**config.mk**
```make
export PLATFORM = sky130hd
export DESIGN_NAME = apc_post_proc
export DESIGN_NICKNAME = d
export VERILOG_FILES = /design/src/logic/apc_post_proc.v
export VERILOG_INCLUDE_DIRS = /design/src /design/src/logic
export SDC_FILE = /design/constraint.sdc
export NUM_CORES = 1
export LEC_CHECK = 0
export BUFFER_PORTS_ARGS = -buffer_cell sky130_fd_sc_hd__buf_2
export CORE_MARGIN = 4
export CORE_UTILIZATION = 35
export DETAILED_ROUTE_END_ITERATION = 10
export GPL_TIMING_DRIVEN = 0
export SYNTH_ARGS = -nofsm -noshare
export SYNTH_HDL_FRONTEND = slang
export SYNTH_SLANG_ARGS = --single-unit
```
**constraint.sdc**
```tcl
create_clock -name i_clock -period 11.17 [get_ports i_clock]
set_input_delay 1.117 -clock i_clock [delete_from_list [all_inputs] [get_ports i_clock]]
set_output_delay 1.117 -clock i_clock [all_outputs]
set_load 0.02 [all_outputs]
```
**src/logic/apc_defs.vh**
```
`ifndef APC_DEFS_VH
`define APC_DEFS_VH

// Register offsets on the plain register port.
`define APC_ADDR_CTRL       8'h00
`define APC_ADDR_GAIN       8'h01
`define APC_ADDR_TC         8'h02
`define APC_ADDR_STATUS     8'h03
`define APC_ADDR_EST_LO     8'h04
`define APC_ADDR_EST_HI     8'h05

// Control register fields.
`define APC_CTRL_BYPASS_OFF 0
`define APC_CTRL_OFS_EN     1
`define APC_CTRL_OFS_HOLD   2
`define APC_CTRL_CHIP_SLEEP 3
`define APC_CTRL_CONV_SLEEP 4
`define APC_CTRL_DRV_OFF    5
`define APC_CTRL_FMT_OBIN   6
`define APC_CTRL_RESET      8'h00
`define APC_GAIN_RESET      4'h0
`define APC_TC_RESET        4'h0

// Gain codes are half-decibel steps; the last code is 6 dB.
`define APC_GAIN_MAX        4'hc
// Offset loop time constant code range; code 0 is 2^20 cycles.
`define APC_TC_MAX          4'hb
`define APC_TC_BASE_SHIFT   6'h14

// Timing, each figure in its own unit.
`define APC_CLK_PERIOD_NS   20
`define APC_BYPASS_LAT      10
`define APC_PROC_EXTRA      2
`define APC_WAKE_CHIP_NS    100000
`define APC_WAKE_CONV_NS    5000
`define APC_WAKE_DRV_NS     100
`define APC_SLOW_PERIOD_NS  1000

`endif

```
**src/logic/apc_post_proc.v**
```verilog
// Notes on behaviour
// - Bypass mode passes raw samples to output with ten cycles of delay.
// - Digital functions add two extra cycles of latency over bypass.
// - Reset leaves bypass on; software clears it before using functions.
// - Leaving bypass enables the gain stage at 0 dB; bypass disables gain.
// - Gain code steps 0.5 dB from 0 dB to 6 dB.
// - Gain scales full scale, 2 Vpp at 0 dB down to 1 Vpp at 6 dB.
// - Offset loop estimates DC offset and subtracts it every sample.
// - Time constant code 0 is 2^20 cycles, doubling to code 11; rest reserved.
// - Hold freezes the estimate and keeps applying the last value.
// - Offset correction is off after reset; enable after leaving bypass.
// - Chip sleep stops conversion, floats outputs, 100 us wake time.
// - Converter sleep stops only the core, 5 us wake time.
// - Driver-off bit or enable pin floats outputs, 100 ns recovery.
// - A sample rate below 1 MSPS puts the block in low power.
// - Format is twos complement or offset binary, by bit or pin.
// - Overdriven input clamps to the matching full-scale code.
// - Output words are 14 or 12 bits with an aligned word clock.
//
// Design decisions made here: the plain strobed port and the address map.
`timescale 1ns/10ps
`include "apc_defs.vh"
module apc_fifo #(
  parameter WIDTH = 16,
  parameter DEPTH = 8,
  parameter AW    = 3
) (
  // Clock and reset
  input  wire             i_clock,
  input  wire             i_reset_n,
  // Fill side
  input  wire             i_in_valid,
  output wire             o_in_ready,
  input  wire [WIDTH-1:0] i_in_data,
  // Drain side
  output wire             o_out_valid,
  input  wire             i_out_ready,
  output wire [WIDTH-1:0] o_out_data,
  // Level
  output wire             o_full,
  output wire             o_empty
);
  reg [WIDTH-1:0] mem_reg [0:DEPTH-1];
  reg [AW-1:0]    wr_ptr_reg;
  reg [AW-1:0]    rd_ptr_reg;
  reg [AW:0]      count_reg;
  wire            push;
  wire            pop;
  assign o_full      = (count_reg == DEPTH[AW:0]);
  assign o_empty     = (count_reg == {(AW+1){1'b0}});
  assign o_in_ready  = ~o_full;
  assign o_out_valid = ~o_empty;
  assign o_out_data  = mem_reg[rd_ptr_reg];
  assign push        = i_in_valid & ~o_full;
  assign pop         = i_out_ready & ~o_empty;
  always @(posedge i_clock) begin
    if (!i_reset_n) begin
      wr_ptr_reg <= {AW{1'b0}};
      rd_ptr_reg <= {AW{1'b0}};
      count_reg  <= {(AW+1){1'b0}};
    end else begin
      if (push) begin
        wr_ptr_reg <= (wr_ptr_reg == DEPTH[AW-1:0] - 1'b1) ? {AW{1'b0}}
                      : wr_ptr_reg + 1'b1;
      end
      if (pop) begin
        rd_ptr_reg <= (rd_ptr_reg == DEPTH[AW-1:0] - 1'b1) ? {AW{1'b0}}
                      : rd_ptr_reg + 1'b1;
      end
      if (push & ~pop) begin
        count_reg <= count_reg + 1'b1;
      end else if (pop & ~push) begin
        count_reg <= count_reg - 1'b1;
      end
    end
  end
  always @(posedge i_clock) begin
    if (push) begin
      mem_reg[wr_ptr_reg] <= i_in_data;
    end
  end
endmodule // apc_fifo
module apc_post_proc #(
  parameter DATA_W        = 14,
  parameter FIFO_DEPTH    = 8,
  parameter WAKE_CHIP_CYC = (`APC_WAKE_CHIP_NS + `APC_CLK_PERIOD_NS - 1)
                            / `APC_CLK_PERIOD_NS
) (
  // Clock and reset
  input  wire              i_clock,
  input  wire              i_reset_n,
  // Register port
  input  wire [7:0]        i_reg_addr,
  input  wire [7:0]        i_reg_wdata,
  input  wire              i_reg_write,
  input  wire              i_reg_read,
  output reg  [7:0]        o_reg_rdata,
  // Configuration pins
  input  wire              i_parallel_cfg,
  input  wire              i_format_select_pin,
  input  wire              i_output_drive_pin,
  // Converter core samples, twos complement
  input  wire              i_sample_valid,
  input  wire [DATA_W-1:0] i_sample,
  input  wire              i_over_range,
  output wire              o_sample_ready,
  // Power control towards the analog core
  output wire              o_core_power_down,
  output wire              o_ref_power_down,
  output wire              o_low_power,
  // Output word bus
  output wire [DATA_W-1:0] o_data,
  output wire              o_data_oe_n,
  output reg               o_word_clock,
  output wire              o_data_valid,
  input  wire              i_data_ready
);
  localparam DLY_N       = `APC_BYPASS_LAT - 1;
  localparam WAKE_CONV_CYC = (`APC_WAKE_CONV_NS + `APC_CLK_PERIOD_NS - 1)
                             / `APC_CLK_PERIOD_NS;
  localparam WAKE_DRV_CYC  = (`APC_WAKE_DRV_NS + `APC_CLK_PERIOD_NS - 1)
                             / `APC_CLK_PERIOD_NS;
  localparam SLOW_CYC      = `APC_SLOW_PERIOD_NS / `APC_CLK_PERIOD_NS;
  localparam CW            = 24;
  localparam AW            = 48;
  localparam signed [AW-1:0] POS_FS = (1 <<< (DATA_W - 1)) - 1;
  localparam signed [AW-1:0] NEG_FS = -(1 <<< (DATA_W - 1));
  // Converts a gain code in half-decibel steps to a factor in Q10.
  function [12:0] gain_factor;
    input [3:0] code;
    begin
      case (code)
        4'h0:    gain_factor = 13'h0400;
        4'h1:    gain_factor = 13'h043d;
        4'h2:    gain_factor = 13'h047d;
        4'h3:    gain_factor = 13'h04c1;
        4'h4:    gain_factor = 13'h0509;
        4'h5:    gain_factor = 13'h0556;
        4'h6:    gain_factor = 13'h05a7;
        4'h7:    gain_factor = 13'h05fc;
        4'h8:    gain_factor = 13'h0657;
        4'h9:    gain_factor = 13'h06b7;
        4'ha:    gain_factor = 13'h071d;
        4'hb:    gain_factor = 13'h0789;
        default: gain_factor = 13'h07fb;
      endcase
    end
  endfunction
  // Saturates a wide signed value to the output word width.
  function [DATA_W-1:0] sat;
    input signed [AW-1:0] v;
    begin
      if (v > POS_FS) begin
        sat = POS_FS[DATA_W-1:0];
      end else if (v < NEG_FS) begin
        sat = NEG_FS[DATA_W-1:0];
      end else begin
        sat = v[DATA_W-1:0];
      end
    end
  endfunction
  reg [7:0]        ctrl_reg;
  reg [3:0]        gain_reg;
  reg [3:0]        tc_reg;
  reg [CW-1:0]     wake_cnt_reg;
  reg              chip_sleep_q_reg;
  reg              conv_sleep_q_reg;
  reg [CW-1:0]     drv_cnt_reg;
  reg              drv_off_q_reg;
  reg [CW-1:0]     gap_cnt_reg;
  reg              low_power_reg;
  reg [DATA_W:0]   dly_reg [0:DLY_N-1];
  reg [DLY_N-1:0]  dly_vld_reg;
  reg [DATA_W-1:0] gain_out_reg;
  reg              gain_vld_reg;
  reg [DATA_W-1:0] ofs_out_reg;
  reg              ofs_vld_reg;
  reg signed [AW-1:0] acc_reg;
  wire             bypass;
  wire             chip_sleep;
  wire             conv_sleep;
  wire             drv_off;
  wire             adc_running;
  wire             advance;
  wire [DATA_W:0]  raw_tail;
  wire [DATA_W-1:0] clamped;
  wire signed [DATA_W+13:0] prod;
  wire [3:0]       tc_eff;
  wire [5:0]       shift;
  wire signed [AW-1:0] est;
  wire signed [AW-1:0] err;
  wire             ofs_run;
  wire             fmt_obin;
  wire [DATA_W-1:0] pre_fmt;
  wire             pre_vld;
  wire [DATA_W-1:0] push_data;
  wire             fifo_full;
  wire             fifo_empty;
  wire             out_valid;
  assign bypass     = ~ctrl_reg[`APC_CTRL_BYPASS_OFF];
  assign chip_sleep = ctrl_reg[`APC_CTRL_CHIP_SLEEP];
  assign conv_sleep = ctrl_reg[`APC_CTRL_CONV_SLEEP];
  assign drv_off    = ctrl_reg[`APC_CTRL_DRV_OFF] | ~i_output_drive_pin;
  // Register port writes.
  always @(posedge i_clock) begin
    if (!i_reset_n) begin
      ctrl_reg <= `APC_CTRL_RESET;
      gain_reg <= `APC_GAIN_RESET;
      tc_reg   <= `APC_TC_RESET;
    end else if (i_reg_write) begin
      case (i_reg_addr)
        `APC_ADDR_CTRL: ctrl_reg <= i_reg_wdata;
        `APC_ADDR_GAIN: gain_reg <= i_reg_wdata[3:0];
        `APC_ADDR_TC:   tc_reg   <= i_reg_wdata[3:0];
        default:        ctrl_reg <= ctrl_reg;
      endcase
    end
  end
  // Register port reads; unmapped offsets read as zero.
  always @(posedge i_clock) begin
    if (!i_reset_n) begin
      o_reg_rdata <= 8'h00;
    end else if (i_reg_read) begin
      case (i_reg_addr)
        `APC_ADDR_CTRL:   o_reg_rdata <= ctrl_reg;
        `APC_ADDR_GAIN:   o_reg_rdata <= {4'h0, gain_reg};
        `APC_ADDR_TC:     o_reg_rdata <= {4'h0, tc_reg};
        `APC_ADDR_STATUS: o_reg_rdata <= {fifo_empty, fifo_full,
                                          ~o_data_oe_n,
                                          (wake_cnt_reg != {CW{1'b0}}),
                                          low_power_reg, ofs_run,
                                          ~bypass, bypass};
        `APC_ADDR_EST_LO: o_reg_rdata <= est[7:0];
        `APC_ADDR_EST_HI: o_reg_rdata <= est[15:8];
        default:          o_reg_rdata <= 8'h00;
      endcase
    end else begin
      o_reg_rdata <= 8'h00;
    end
  end
  // The wake timer restarts on leaving chip sleep, and on leaving converter sleep it is raised to the converter wake time if lower; samples stay blocked
  // until the core has settled, so stale words never reach the bus.
  always @(posedge i_clock) begin
    if (!i_reset_n) begin
      wake_cnt_reg     <= {CW{1'b0}};
      chip_sleep_q_reg <= 1'b0;
      conv_sleep_q_reg <= 1'b0;
    end else begin
      chip_sleep_q_reg <= chip_sleep;
      conv_sleep_q_reg <= conv_sleep;
      if (chip_sleep_q_reg & ~chip_sleep) begin
        wake_cnt_reg <= WAKE_CHIP_CYC[CW-1:0];
      end else if (conv_sleep_q_reg & ~conv_sleep & ~chip_sleep) begin
        if (wake_cnt_reg < WAKE_CONV_CYC[CW-1:0]) begin
          wake_cnt_reg <= WAKE_CONV_CYC[CW-1:0];
        end
      end else if (wake_cnt_reg != {CW{1'b0}}) begin
        wake_cnt_reg <= wake_cnt_reg - 1'b1;
      end
    end
  end
  // Driver recovery delay after the drivers are switched back on.
  always @(posedge i_clock) begin
    if (!i_reset_n) begin
      drv_cnt_reg   <= {CW{1'b0}};
      drv_off_q_reg <= 1'b0;
    end else begin
      drv_off_q_reg <= drv_off;
      if (drv_off_q_reg & ~drv_off) begin
        drv_cnt_reg <= WAKE_DRV_CYC[CW-1:0];
      end else if (drv_cnt_reg != {CW{1'b0}}) begin
        drv_cnt_reg <= drv_cnt_reg - 1'b1;
      end
    end
  end
  // A gap of more than one microsecond between samples means the sample
  // clock is below 1 MSPS; the first sample after the gap wakes the core.
  always @(posedge i_clock) begin
    if (!i_reset_n) begin
      gap_cnt_reg   <= {CW{1'b0}};
      low_power_reg <= 1'b0;
    end else if (i_sample_valid) begin
      gap_cnt_reg   <= {CW{1'b0}};
      low_power_reg <= 1'b0;
    end else if (gap_cnt_reg >= SLOW_CYC[CW-1:0]) begin
      low_power_reg <= 1'b1;
    end else begin
      gap_cnt_reg <= gap_cnt_reg + 1'b1;
    end
  end
  assign o_core_power_down = chip_sleep | conv_sleep | low_power_reg;
  assign o_ref_power_down  = chip_sleep;
  assign o_low_power       = low_power_reg;
  assign adc_running = ~chip_sleep & ~conv_sleep &
                       (wake_cnt_reg == {CW{1'b0}});
  // The whole pipeline stalls while the FIFO is full.
  assign advance        = ~fifo_full;
  assign o_sample_ready = advance;
  // Raw delay line; the FIFO write is the last of the bypass stages.
  genvar gi;
  generate
    for (gi = 0; gi < DLY_N; gi = gi + 1) begin : g_dly
      localparam PREV = (gi == 0) ? 0 : gi - 1;
      always @(posedge i_clock) begin
        if (!i_reset_n) begin
          dly_reg[gi]     <= {(DATA_W+1){1'b0}};
          dly_vld_reg[gi] <= 1'b0;
        end else if (advance) begin
          dly_reg[gi]     <= (gi == 0) ? {i_over_range, i_sample}
                                       : dly_reg[PREV];
          dly_vld_reg[gi] <= (gi == 0) ? (i_sample_valid & adc_running)
                                       : dly_vld_reg[PREV];
        end
      end
    end
  endgenerate
  assign raw_tail = dly_reg[DLY_N-1];
  assign clamped  = raw_tail[DATA_W] ?
                    (raw_tail[DATA_W-1] ? NEG_FS[DATA_W-1:0]
                                        : POS_FS[DATA_W-1:0])
                    : raw_tail[DATA_W-1:0];
  // Gain stage; a code above 6 dB is held at 6 dB.
  assign prod = $signed(clamped) *
                $signed({1'b0, gain_factor((gain_reg > `APC_GAIN_MAX) ?
                                           `APC_GAIN_MAX : gain_reg)});
  // Offset loop: the estimate is the accumulator scaled by the time
  // constant, so the accumulator moves by the residual on every valid sample while the loop is enabled and hold is clear.
  assign tc_eff  = (tc_reg > `APC_TC_MAX) ? `APC_TC_MAX : tc_reg;
  assign shift   = `APC_TC_BASE_SHIFT + {2'b00, tc_eff};
  assign est     = acc_reg >>> shift;
  assign err     = $signed({{(AW-DATA_W){gain_out_reg[DATA_W-1]}},
                            gain_out_reg}) - est;
  assign ofs_run = ~bypass & ctrl_reg[`APC_CTRL_OFS_EN] &
                   ~ctrl_reg[`APC_CTRL_OFS_HOLD];
  always @(posedge i_clock) begin
    if (!i_reset_n) begin
      gain_out_reg <= {DATA_W{1'b0}};
      gain_vld_reg <= 1'b0;
      ofs_out_reg  <= {DATA_W{1'b0}};
      ofs_vld_reg  <= 1'b0;
      acc_reg      <= {AW{1'b0}};
    end else begin
      if (advance) begin
        gain_out_reg <= sat($signed({{(AW-DATA_W-14){prod[DATA_W+13]}},
                                     prod}) >>> 10);
        gain_vld_reg <= dly_vld_reg[DLY_N-1] & ~bypass;
        ofs_vld_reg  <= gain_vld_reg;
        if (~bypass & ctrl_reg[`APC_CTRL_OFS_EN]) begin
          ofs_out_reg <= sat(err);
        end else begin
          ofs_out_reg <= gain_out_reg;
        end
      end
      if (bypass | ~ctrl_reg[`APC_CTRL_OFS_EN]) begin
        acc_reg <= {AW{1'b0}};
      end else if (ofs_run & advance & gain_vld_reg) begin
        acc_reg <= acc_reg + err;
      end
    end
  end
  // Bypass takes the raw tail; otherwise the two processing stages.
  assign pre_fmt  = bypass ? clamped : ofs_out_reg;
  assign pre_vld  = bypass ? dly_vld_reg[DLY_N-1] : ofs_vld_reg;
  assign fmt_obin = i_parallel_cfg ? i_format_select_pin
                                   : ctrl_reg[`APC_CTRL_FMT_OBIN];
  assign push_data = {pre_fmt[DATA_W-1] ^ fmt_obin,
                      pre_fmt[DATA_W-2:0]};
  apc_fifo #(
    .WIDTH (DATA_W),
    .DEPTH (FIFO_DEPTH),
    .AW    (3)
  ) u_fifo (
    .i_clock     (i_clock),
    .i_reset_n   (i_reset_n),
    .i_in_valid  (pre_vld & advance),
    .o_in_ready  (),
    .i_in_data   (push_data),
    .o_out_valid (out_valid),
    .i_out_ready (i_data_ready & ~o_data_oe_n),
    .o_out_data  (o_data),
    .o_full      (fifo_full),
    .o_empty     (fifo_empty)
  );
  // Drivers float in chip sleep, driver-off, or during recovery.
  assign o_data_oe_n  = chip_sleep | drv_off |
                        (drv_cnt_reg != {CW{1'b0}});
  assign o_data_valid = out_valid & ~o_data_oe_n;
  // Word clock is high for the one cycle after each word is taken, so the
  // receiver can latch on its rising edge.
  always @(posedge i_clock) begin
    if (!i_reset_n) begin
      o_word_clock <= 1'b0;
    end else begin
      o_word_clock <= o_data_valid & i_data_ready;
    end
  end
endmodule // apc_post_proc

```
Word-level counts from Yosys, hierarchy flattened
Memories as Yosys holds them, arrays and structs flattened. A register that Yosys moved wholly into a read port is not among the register bits.
Cells that the tools add are included.
Cells by class
  add/subtract/negate cells: 10
  multiply operators: 1
  order comparisons: 8
  equal/unequal tests: 10
  shift operators: 1
  mux-type cells: 40
  bitwise gates (word level): 49
  reduce and logical (&&, ||, !) cells: 19
Operators by type and width (count)
  $mux W15: 9
  $mux W14: 8
  $mux W24: 3
  $add A48 B48 Y48: 1
  $gt A48 B14 Y1 const B: 1
  $lt A48 B14 Y1 const B: 1
  $pmux W8 S6: 1
  $reduce_bool A24 Y1: 2
  $sshr A48 B6 Y48: 1
  $sub A14 B48 Y48: 1
  $sub A24 B1 Y24 const B: 2
  $mul A14 B14 Y28: 1
  $add A24 B1 Y24 const B: 1
  $ge A24 B6 Y1 const B: 1
  $logic_not A24 Y1: 1
  $lt A24 B8 Y1 const B: 1
  $and A1 B1 Y1: 20
  $gt A18 B14 Y1 const B: 1
  $lt A18 B14 Y1 const B: 1
  $mux W3: 6
  $eq A8 B2 Y1 const B: 2
  $eq A8 B3 Y1 const B: 2
  $mux W4: 4
  $or A1 B1 Y1: 15
  20 further kinds: 52
Word-level totals
  flip-flop bits (word level): 198
  RAM bits: 247
  bits in read-only memories: 160
  bits of input ports: 40
  output and inout bits: 29
  logic and storage cells: 172
  memories: 3
Memories
  (no name shown): depth 16, bits a word 10, rd ports 1, clocked after Yosys merged registers in 0, wr ports 0, RTL line apc_post_proc.v:132  | case (code)
  dly_reg: depth 9, bits a word 15, rd ports 9, clocked after Yosys merged registers in 0, wr ports 9, RTL line apc_post_proc.v:172  | reg [DATA_W:0] dly_reg [0:DLY_N-1];
  u_fifo.mem_reg: depth 8, bits a word 14, rd ports 1, clocked after Yosys merged registers in 1, wr ports 1, RTL line apc_post_proc.v:43  | reg [WIDTH-1:0] mem_reg [0:DEPTH-1];

Depth between registers and ports, before layout
  depth after elaboration: 10
  mapped depth: 35
  mapped depth without buffers: 32

By module
Synthesis repeated with hierarchy kept, for this count alone.
Unflattened totals
  cell total of the unflattened synthesis: 3028
  area total of the unflattened synthesis: 30185.2 sq um
Modules (own cells, without submodules)
  apc_post_proc: instances 1, cells each 2789, area each 25196.7 sq um, seq. area each 7817.5 sq um
  apc_fifo: instances 1, cells each 239, area each 4988.5 sq um, seq. area each 3623.5 sq um

Least setup slack after synthesis
Ideal clock, no wire load.
  path type: reg-to-reg
  from: register gain_reg[2]
  to: register gain_out_reg[0]
  library setup time: 137 ps
  arrival time: 8368 ps
  data required time: 11033 ps
  setup slack: 2665 ps
  cell stages (with the launch flop): 34
  buffers on the path: 3
  clock period less this slack: 8505 ps
  cells stage by stage: dfxtp_1 buf_1 clkbuf_1 nand2_1 and2_1 inv_1 ha_1 o21ai_0 nor2_1 a21oi_1 clkbuf_1 nor2_1 fa_1 inv_1 fa_1 inv_1 fa_1 fa_1 fa_1 inv_1 fa_1 inv_1 ha_1 and4_1 a211o_1 a211oi_1 o21ai_0 a21o_1 a31o_2 a21oi_1 xor2_1 o31ai_1 nand2_1 o221ai_1
Between the ends
  word-level cells in the longest chain between the ends: 7
  elaborated cells between the ends (all ways): 8
  classes of those cells: mul (1); order compare (3); mux (3); memory (1)
RTL lines
  from (decl): RTL line apc_post_proc.v:163  | reg [3:0] gain_reg;
  from (signal assigned): RTL line apc_post_proc.v:208  | gain_reg <= `APC_GAIN_RESET;
  from (signal assigned): RTL line apc_post_proc.v:213  | `APC_ADDR_GAIN: gain_reg <= i_reg_wdata[3:0];
  $gt A4 B4 Y1 (no source line)
  $mux W4 (*): RTL line apc_post_proc.v:324  | $signed({1'b0, gain_factor((gain_reg > `APC_GAIN_MAX) ?
  $mem_v2 Z16 W10 (*)
  $mul A14 B14 Y28 (*): RTL line apc_post_proc.v:323  | assign prod = $signed(clamped) *
  $lt A18 B14 Y1: RTL line apc_post_proc.v:155  | end else if (v < NEG_FS) begin
  $mux W14: RTL line apc_post_proc.v:155
  $mux W14 (*): RTL line apc_post_proc.v:153  | if (v > POS_FS) begin
  to (signal assigned): RTL line apc_post_proc.v:337  | gain_out_reg <= {DATA_W{1'b0}};
  to (signal assigned): RTL line apc_post_proc.v:344  | gain_out_reg <= sat($signed({{(AW-DATA_W-14){prod[DATA_W+13]}},
  to (decl): RTL line apc_post_proc.v:174  | reg [DATA_W-1:0] gain_out_reg;
Mark *: on every way between the ends. The rest lies on a longest branch, timed or not.
A chain may end at the register's enable or synchronous reset.

Final worst setup path
Ends and elaborated chain as after synthesis.

==> results.json <==
{
  "run_status": "finished clean",
  "worst_hold_path_type": "flop to flop",
  "design_area_sq_um": 32800,
  "wl_um": 75500,
  "rsz0062_at_grt": "false",
  "slew_headroom_pct": 8.04,
  "layout-drive-gt1-share_pct": 8.75,
  "netlist_top_cells_area": "sky130_fd_sc_hd__edfxtp_1, sky130_fd_sc_hd__dfxtp_1, sky130_fd_sc_hd__fa_1",
  "cts_hold_buf": 0,
  "via_per_inst": 5.17,
  "synth_seq_area_share_pct": 39.1,
  "total_leakage_power_nw": 14.9,
  "postSynthNetCount": 3301,
  "power-per-cell-area_nw_per_um2": 128,
  "dpl.cell_count": 4095,
  "io-pin-count": 69,
  "global_route_wire_length_before_repair_um": 119000,
  "chipHeight_um": 297,
  "rows": 105,
  "htree_num_levels": 2,
  "utilization_pct": 39.8,
  "grt_start_max_net_pins": 103,
  "dominantRegCellSynth": "sky130_fd_sc_hd__edfxtp_1",
  "synth_most_common_cell": "sky130_fd_sc_hd__nand2_1",
  "drcViolationCount": 0,
  "clk_path_buf_depth": 3,
  "max_cap_violation_count": 0,
  "ys_warn_count": 0,
  "clock-sinks": 448,
  "syn-mean-instance-area_sq_um": 9.92,
  "ys_top_cells_by_count": "sky130_fd_sc_hd__nand2_1, sky130_fd_sc_hd__inv_1, sky130_fd_sc_hd__edfxtp_1",
  "post_layout_nonfiller_instances": 4193,
  "die_area_sq_um": 88300,
  "worst-setup-path-type": "flop to flop",
  "first_pass_iters": 5,
  "worst_path_most_repeated_cell": "sky130_fd_sc_hd__fa_1",
  "route.antenna.remaining_nets": 0,
  "postPlaceCellArea_sq_um": 31100,
  "timing.critical_path.slowest_stage_cell": "sky130_fd_sc_hd__o31ai_1",
  "grt.total_usage_pct": 16.8,
  "timing.critical_path.to_type": "flop",
  "synth.largest_area_cell": "sky130_fd_sc_hd__edfxtp_1",
  "first_global_vias": 20800,
  "port-buffer-count": 68,
  "cts_inserted_buffers": 51,
  "worst-slew-pin-transition_ns": 1.38,
  "synth_enable_flop_cells": 247,
  "dr_total_vias": 21700,
  "mappedNetlistArea_sq_um": 29300,
  "synth.distinct_cells": 79,
  "ys_ff_latch": 448,
  "reg2reg_depth": 31,
  "synth_cells": 2950,
  "hold_depth": 2,
  "timing_hold_violations_final": 0,
  "largest_family_of_logic_cells_by_synthesized_area": "adder cells",
  "worst-path-max-fanout": 10,
  "die_width_um": 297,
  "hpwlAfterDp_um": 58100,
  "clk_pin_slew_ns": 0.06,
  "largest_register_ffs": 135,
  "gr-total-overflow": 0,
  "setup.worst_path.start_class": "flop",
  "place_congestion": 0.920,
  "cts_tree": "yes",
  "final_max_slew_viols": 0,
  "netlist.area_leader.share_pct": 25.4,
  "clk_root_buffer_cell": "sky130_fd_sc_hd__clkbuf_16",
  "worst_skew_pair.late_latency_ns": 0.60,
  "yosys.area_share.adder_pct": 17.2,
  "start_util_pct": 35.5,
  "fin_tns_setup_ns": 0,
  "antenna_found_initial": 5,
  "total_power_mw": 4.19,
  "fin_skew_ns": 0.0246,
  "post_synth_mux_area_share_pct": 7.13,
  "synth_compound_area_share_pct": 12.0,
  "arrival_ns": 10.94,
  "postSynth.asyncResetShare_pct": 0,
  "critical_path_required_ns": 11.68,
  "maxClockFrequency_mhz": 95.9,
  "finalSetupViolCount": 0,
  "synth-simple-area-share_pct": 15.7,
  "area_delta_synth_final_pct": 12.1,
  "average_wire_per_standard_cell_um": 18.0,
  "timing.final.crit_share_pct": 93.4,
  "layout.nets": 3429,
  "synthXorXnorAreaFrac_pct": 3.71,
  "core_area_sq_um": 82500,
  "ir_worst_vdd_mv": 0.132,
  "initialDrtViolationCount": 1614,
  "cpPeakStageDelay_ns": 0.64,
  "final.min_clock_period_ns": 10.43
}
[placed cells by master (no fill, tap or decap), types with 11 or more instances in the layout]
cell type and n:
sky130_fd_sc_hd__o21ai_0 104, sky130_fd_sc_hd__a211oi_1 21, sky130_fd_sc_hd__o211ai_1 13, sky130_fd_sc_hd__or4_1 12, sky130_fd_sc_hd__a21o_1 57, sky130_fd_sc_hd__nand2_1 272, sky130_fd_sc_hd__and2_1 48, sky130_fd_sc_hd__buf_1 16
sky130_fd_sc_hd__mux4_2 31, sky130_fd_sc_hd__buf_2 70, sky130_fd_sc_hd__nand3_1 40, sky130_fd_sc_hd__xnor2_1 69, sky130_fd_sc_hd__dfxtp_1 201, sky130_fd_sc_hd__a21oi_1 222, sky130_fd_sc_hd__edfxtp_1 247, sky130_fd_sc_hd__clkbuf_16 53
sky130_fd_sc_hd__o21ai_1 12, sky130_fd_sc_hd__nor2b_1 12, sky130_fd_sc_hd__inv_1 262, sky130_fd_sc_hd__clkinv_1 12, sky130_fd_sc_hd__or3_1 20, sky130_fd_sc_hd__mux2i_1 105, sky130_fd_sc_hd__nor3_1 36, sky130_fd_sc_hd__or2_2 12
sky130_fd_sc_hd__a211oi_2 11, sky130_fd_sc_hd__mux2_2 30, sky130_fd_sc_hd__clkbuf_1 114, sky130_fd_sc_hd__nor4_1 17, sky130_fd_sc_hd__xor2_1 55, sky130_fd_sc_hd__a31oi_1 20, sky130_fd_sc_hd__and3_1 150, sky130_fd_sc_hd__nor2_1 235
sky130_fd_sc_hd__ha_1 160, sky130_fd_sc_hd__o21a_1 11, sky130_fd_sc_hd__nand4_1 17, sky130_fd_sc_hd__fa_1 151, sky130_fd_sc_hd__nand2b_1 24
[per-layer routing]
metal	vias to the layer above	routed length, um	global-route usage (%)
met3	122	5400	3.76
met2	553	33400	26.0
li1	10600	-	-
met1	10400	34500	23.7
met4	2	2260	5.02
met5	-	13	0
[worst max-delay path, delay by kind of cell (launching register included)]
family                     cells  cell delay (ns)
and+or+nand+nor                7             1.40
AOI/OAI and AO/OA              7             2.63
buffers and inverters          8             1.87
xor gates and xnor gates       1             0.12
DFF                            1             0.44
adders and majority gates      8             3.83
[kinds of logic after synthesis]
kind of cell             count (synthesis)
AO/OA/AOI/OAI                          564
XOR/XNOR                               124
adder cells (fa/ha/maj)                311
buffers and inverters                  399
flip-flops                             448
multiplexers                           166
AND/OR/NAND/NOR                        938
[power breakdown]
group	switching, mW	internal, mW	leakage, nW
logic	0.360	0.264	9.71
clock network	0.693	0.987	0.838
registers	0.0729	1.81	4.31
total	1.13	3.06	14.9
[stage by stage]
step	worst slack, ns	hold WS, ns
2_1_floorplan	2.66	0.425
3_3_place_gp	0.417	0.440
3_5_place_dp	0.672	0.444
4_1_cts	0.583	0.452
5_1_grt	0.261	0.468
6_report	0.740	0.451
[area by class of cell]
type	instances	area [sq um]
antenna	4	10.0
buffer	127	487
clock buffer	69	1450
clock inverter	25	270
fill	8211	49700
inverter	272	1030
multi-input combinational	2103	16300
sequential	448	11400
tap	1070	1340
timing repair buffer	75	450
[repair_timing]
| item | CTS | global route |
|---|---|---|
| gates resized for setup | 0 | 1 |
| buffers inserted | 0 | 0 |
| setup endpoints to repair | 0 | 7 |
[path summary, 6_finish.rpt]
path | to | start | slack, ns
worst min register to register | dly_vld_reg[6]$_SDFFE_PN0N_ | dly_vld_reg[6]$_SDFFE_PN0N_ | 0.45
worst max-delay path | gain_out_reg[0]$_SDFFE_PN0N_ | gain_reg[2]$_SDFFE_PN0P_ | 0.74
worst min-delay path | dly_vld_reg[6]$_SDFFE_PN0N_ | dly_vld_reg[6]$_SDFFE_PN0N_ | 0.45
worst max register to register | gain_out_reg[0]$_SDFFE_PN0N_ | gain_reg[2]$_SDFFE_PN0P_ | 0.74
(Power assumes the default switching activity.)
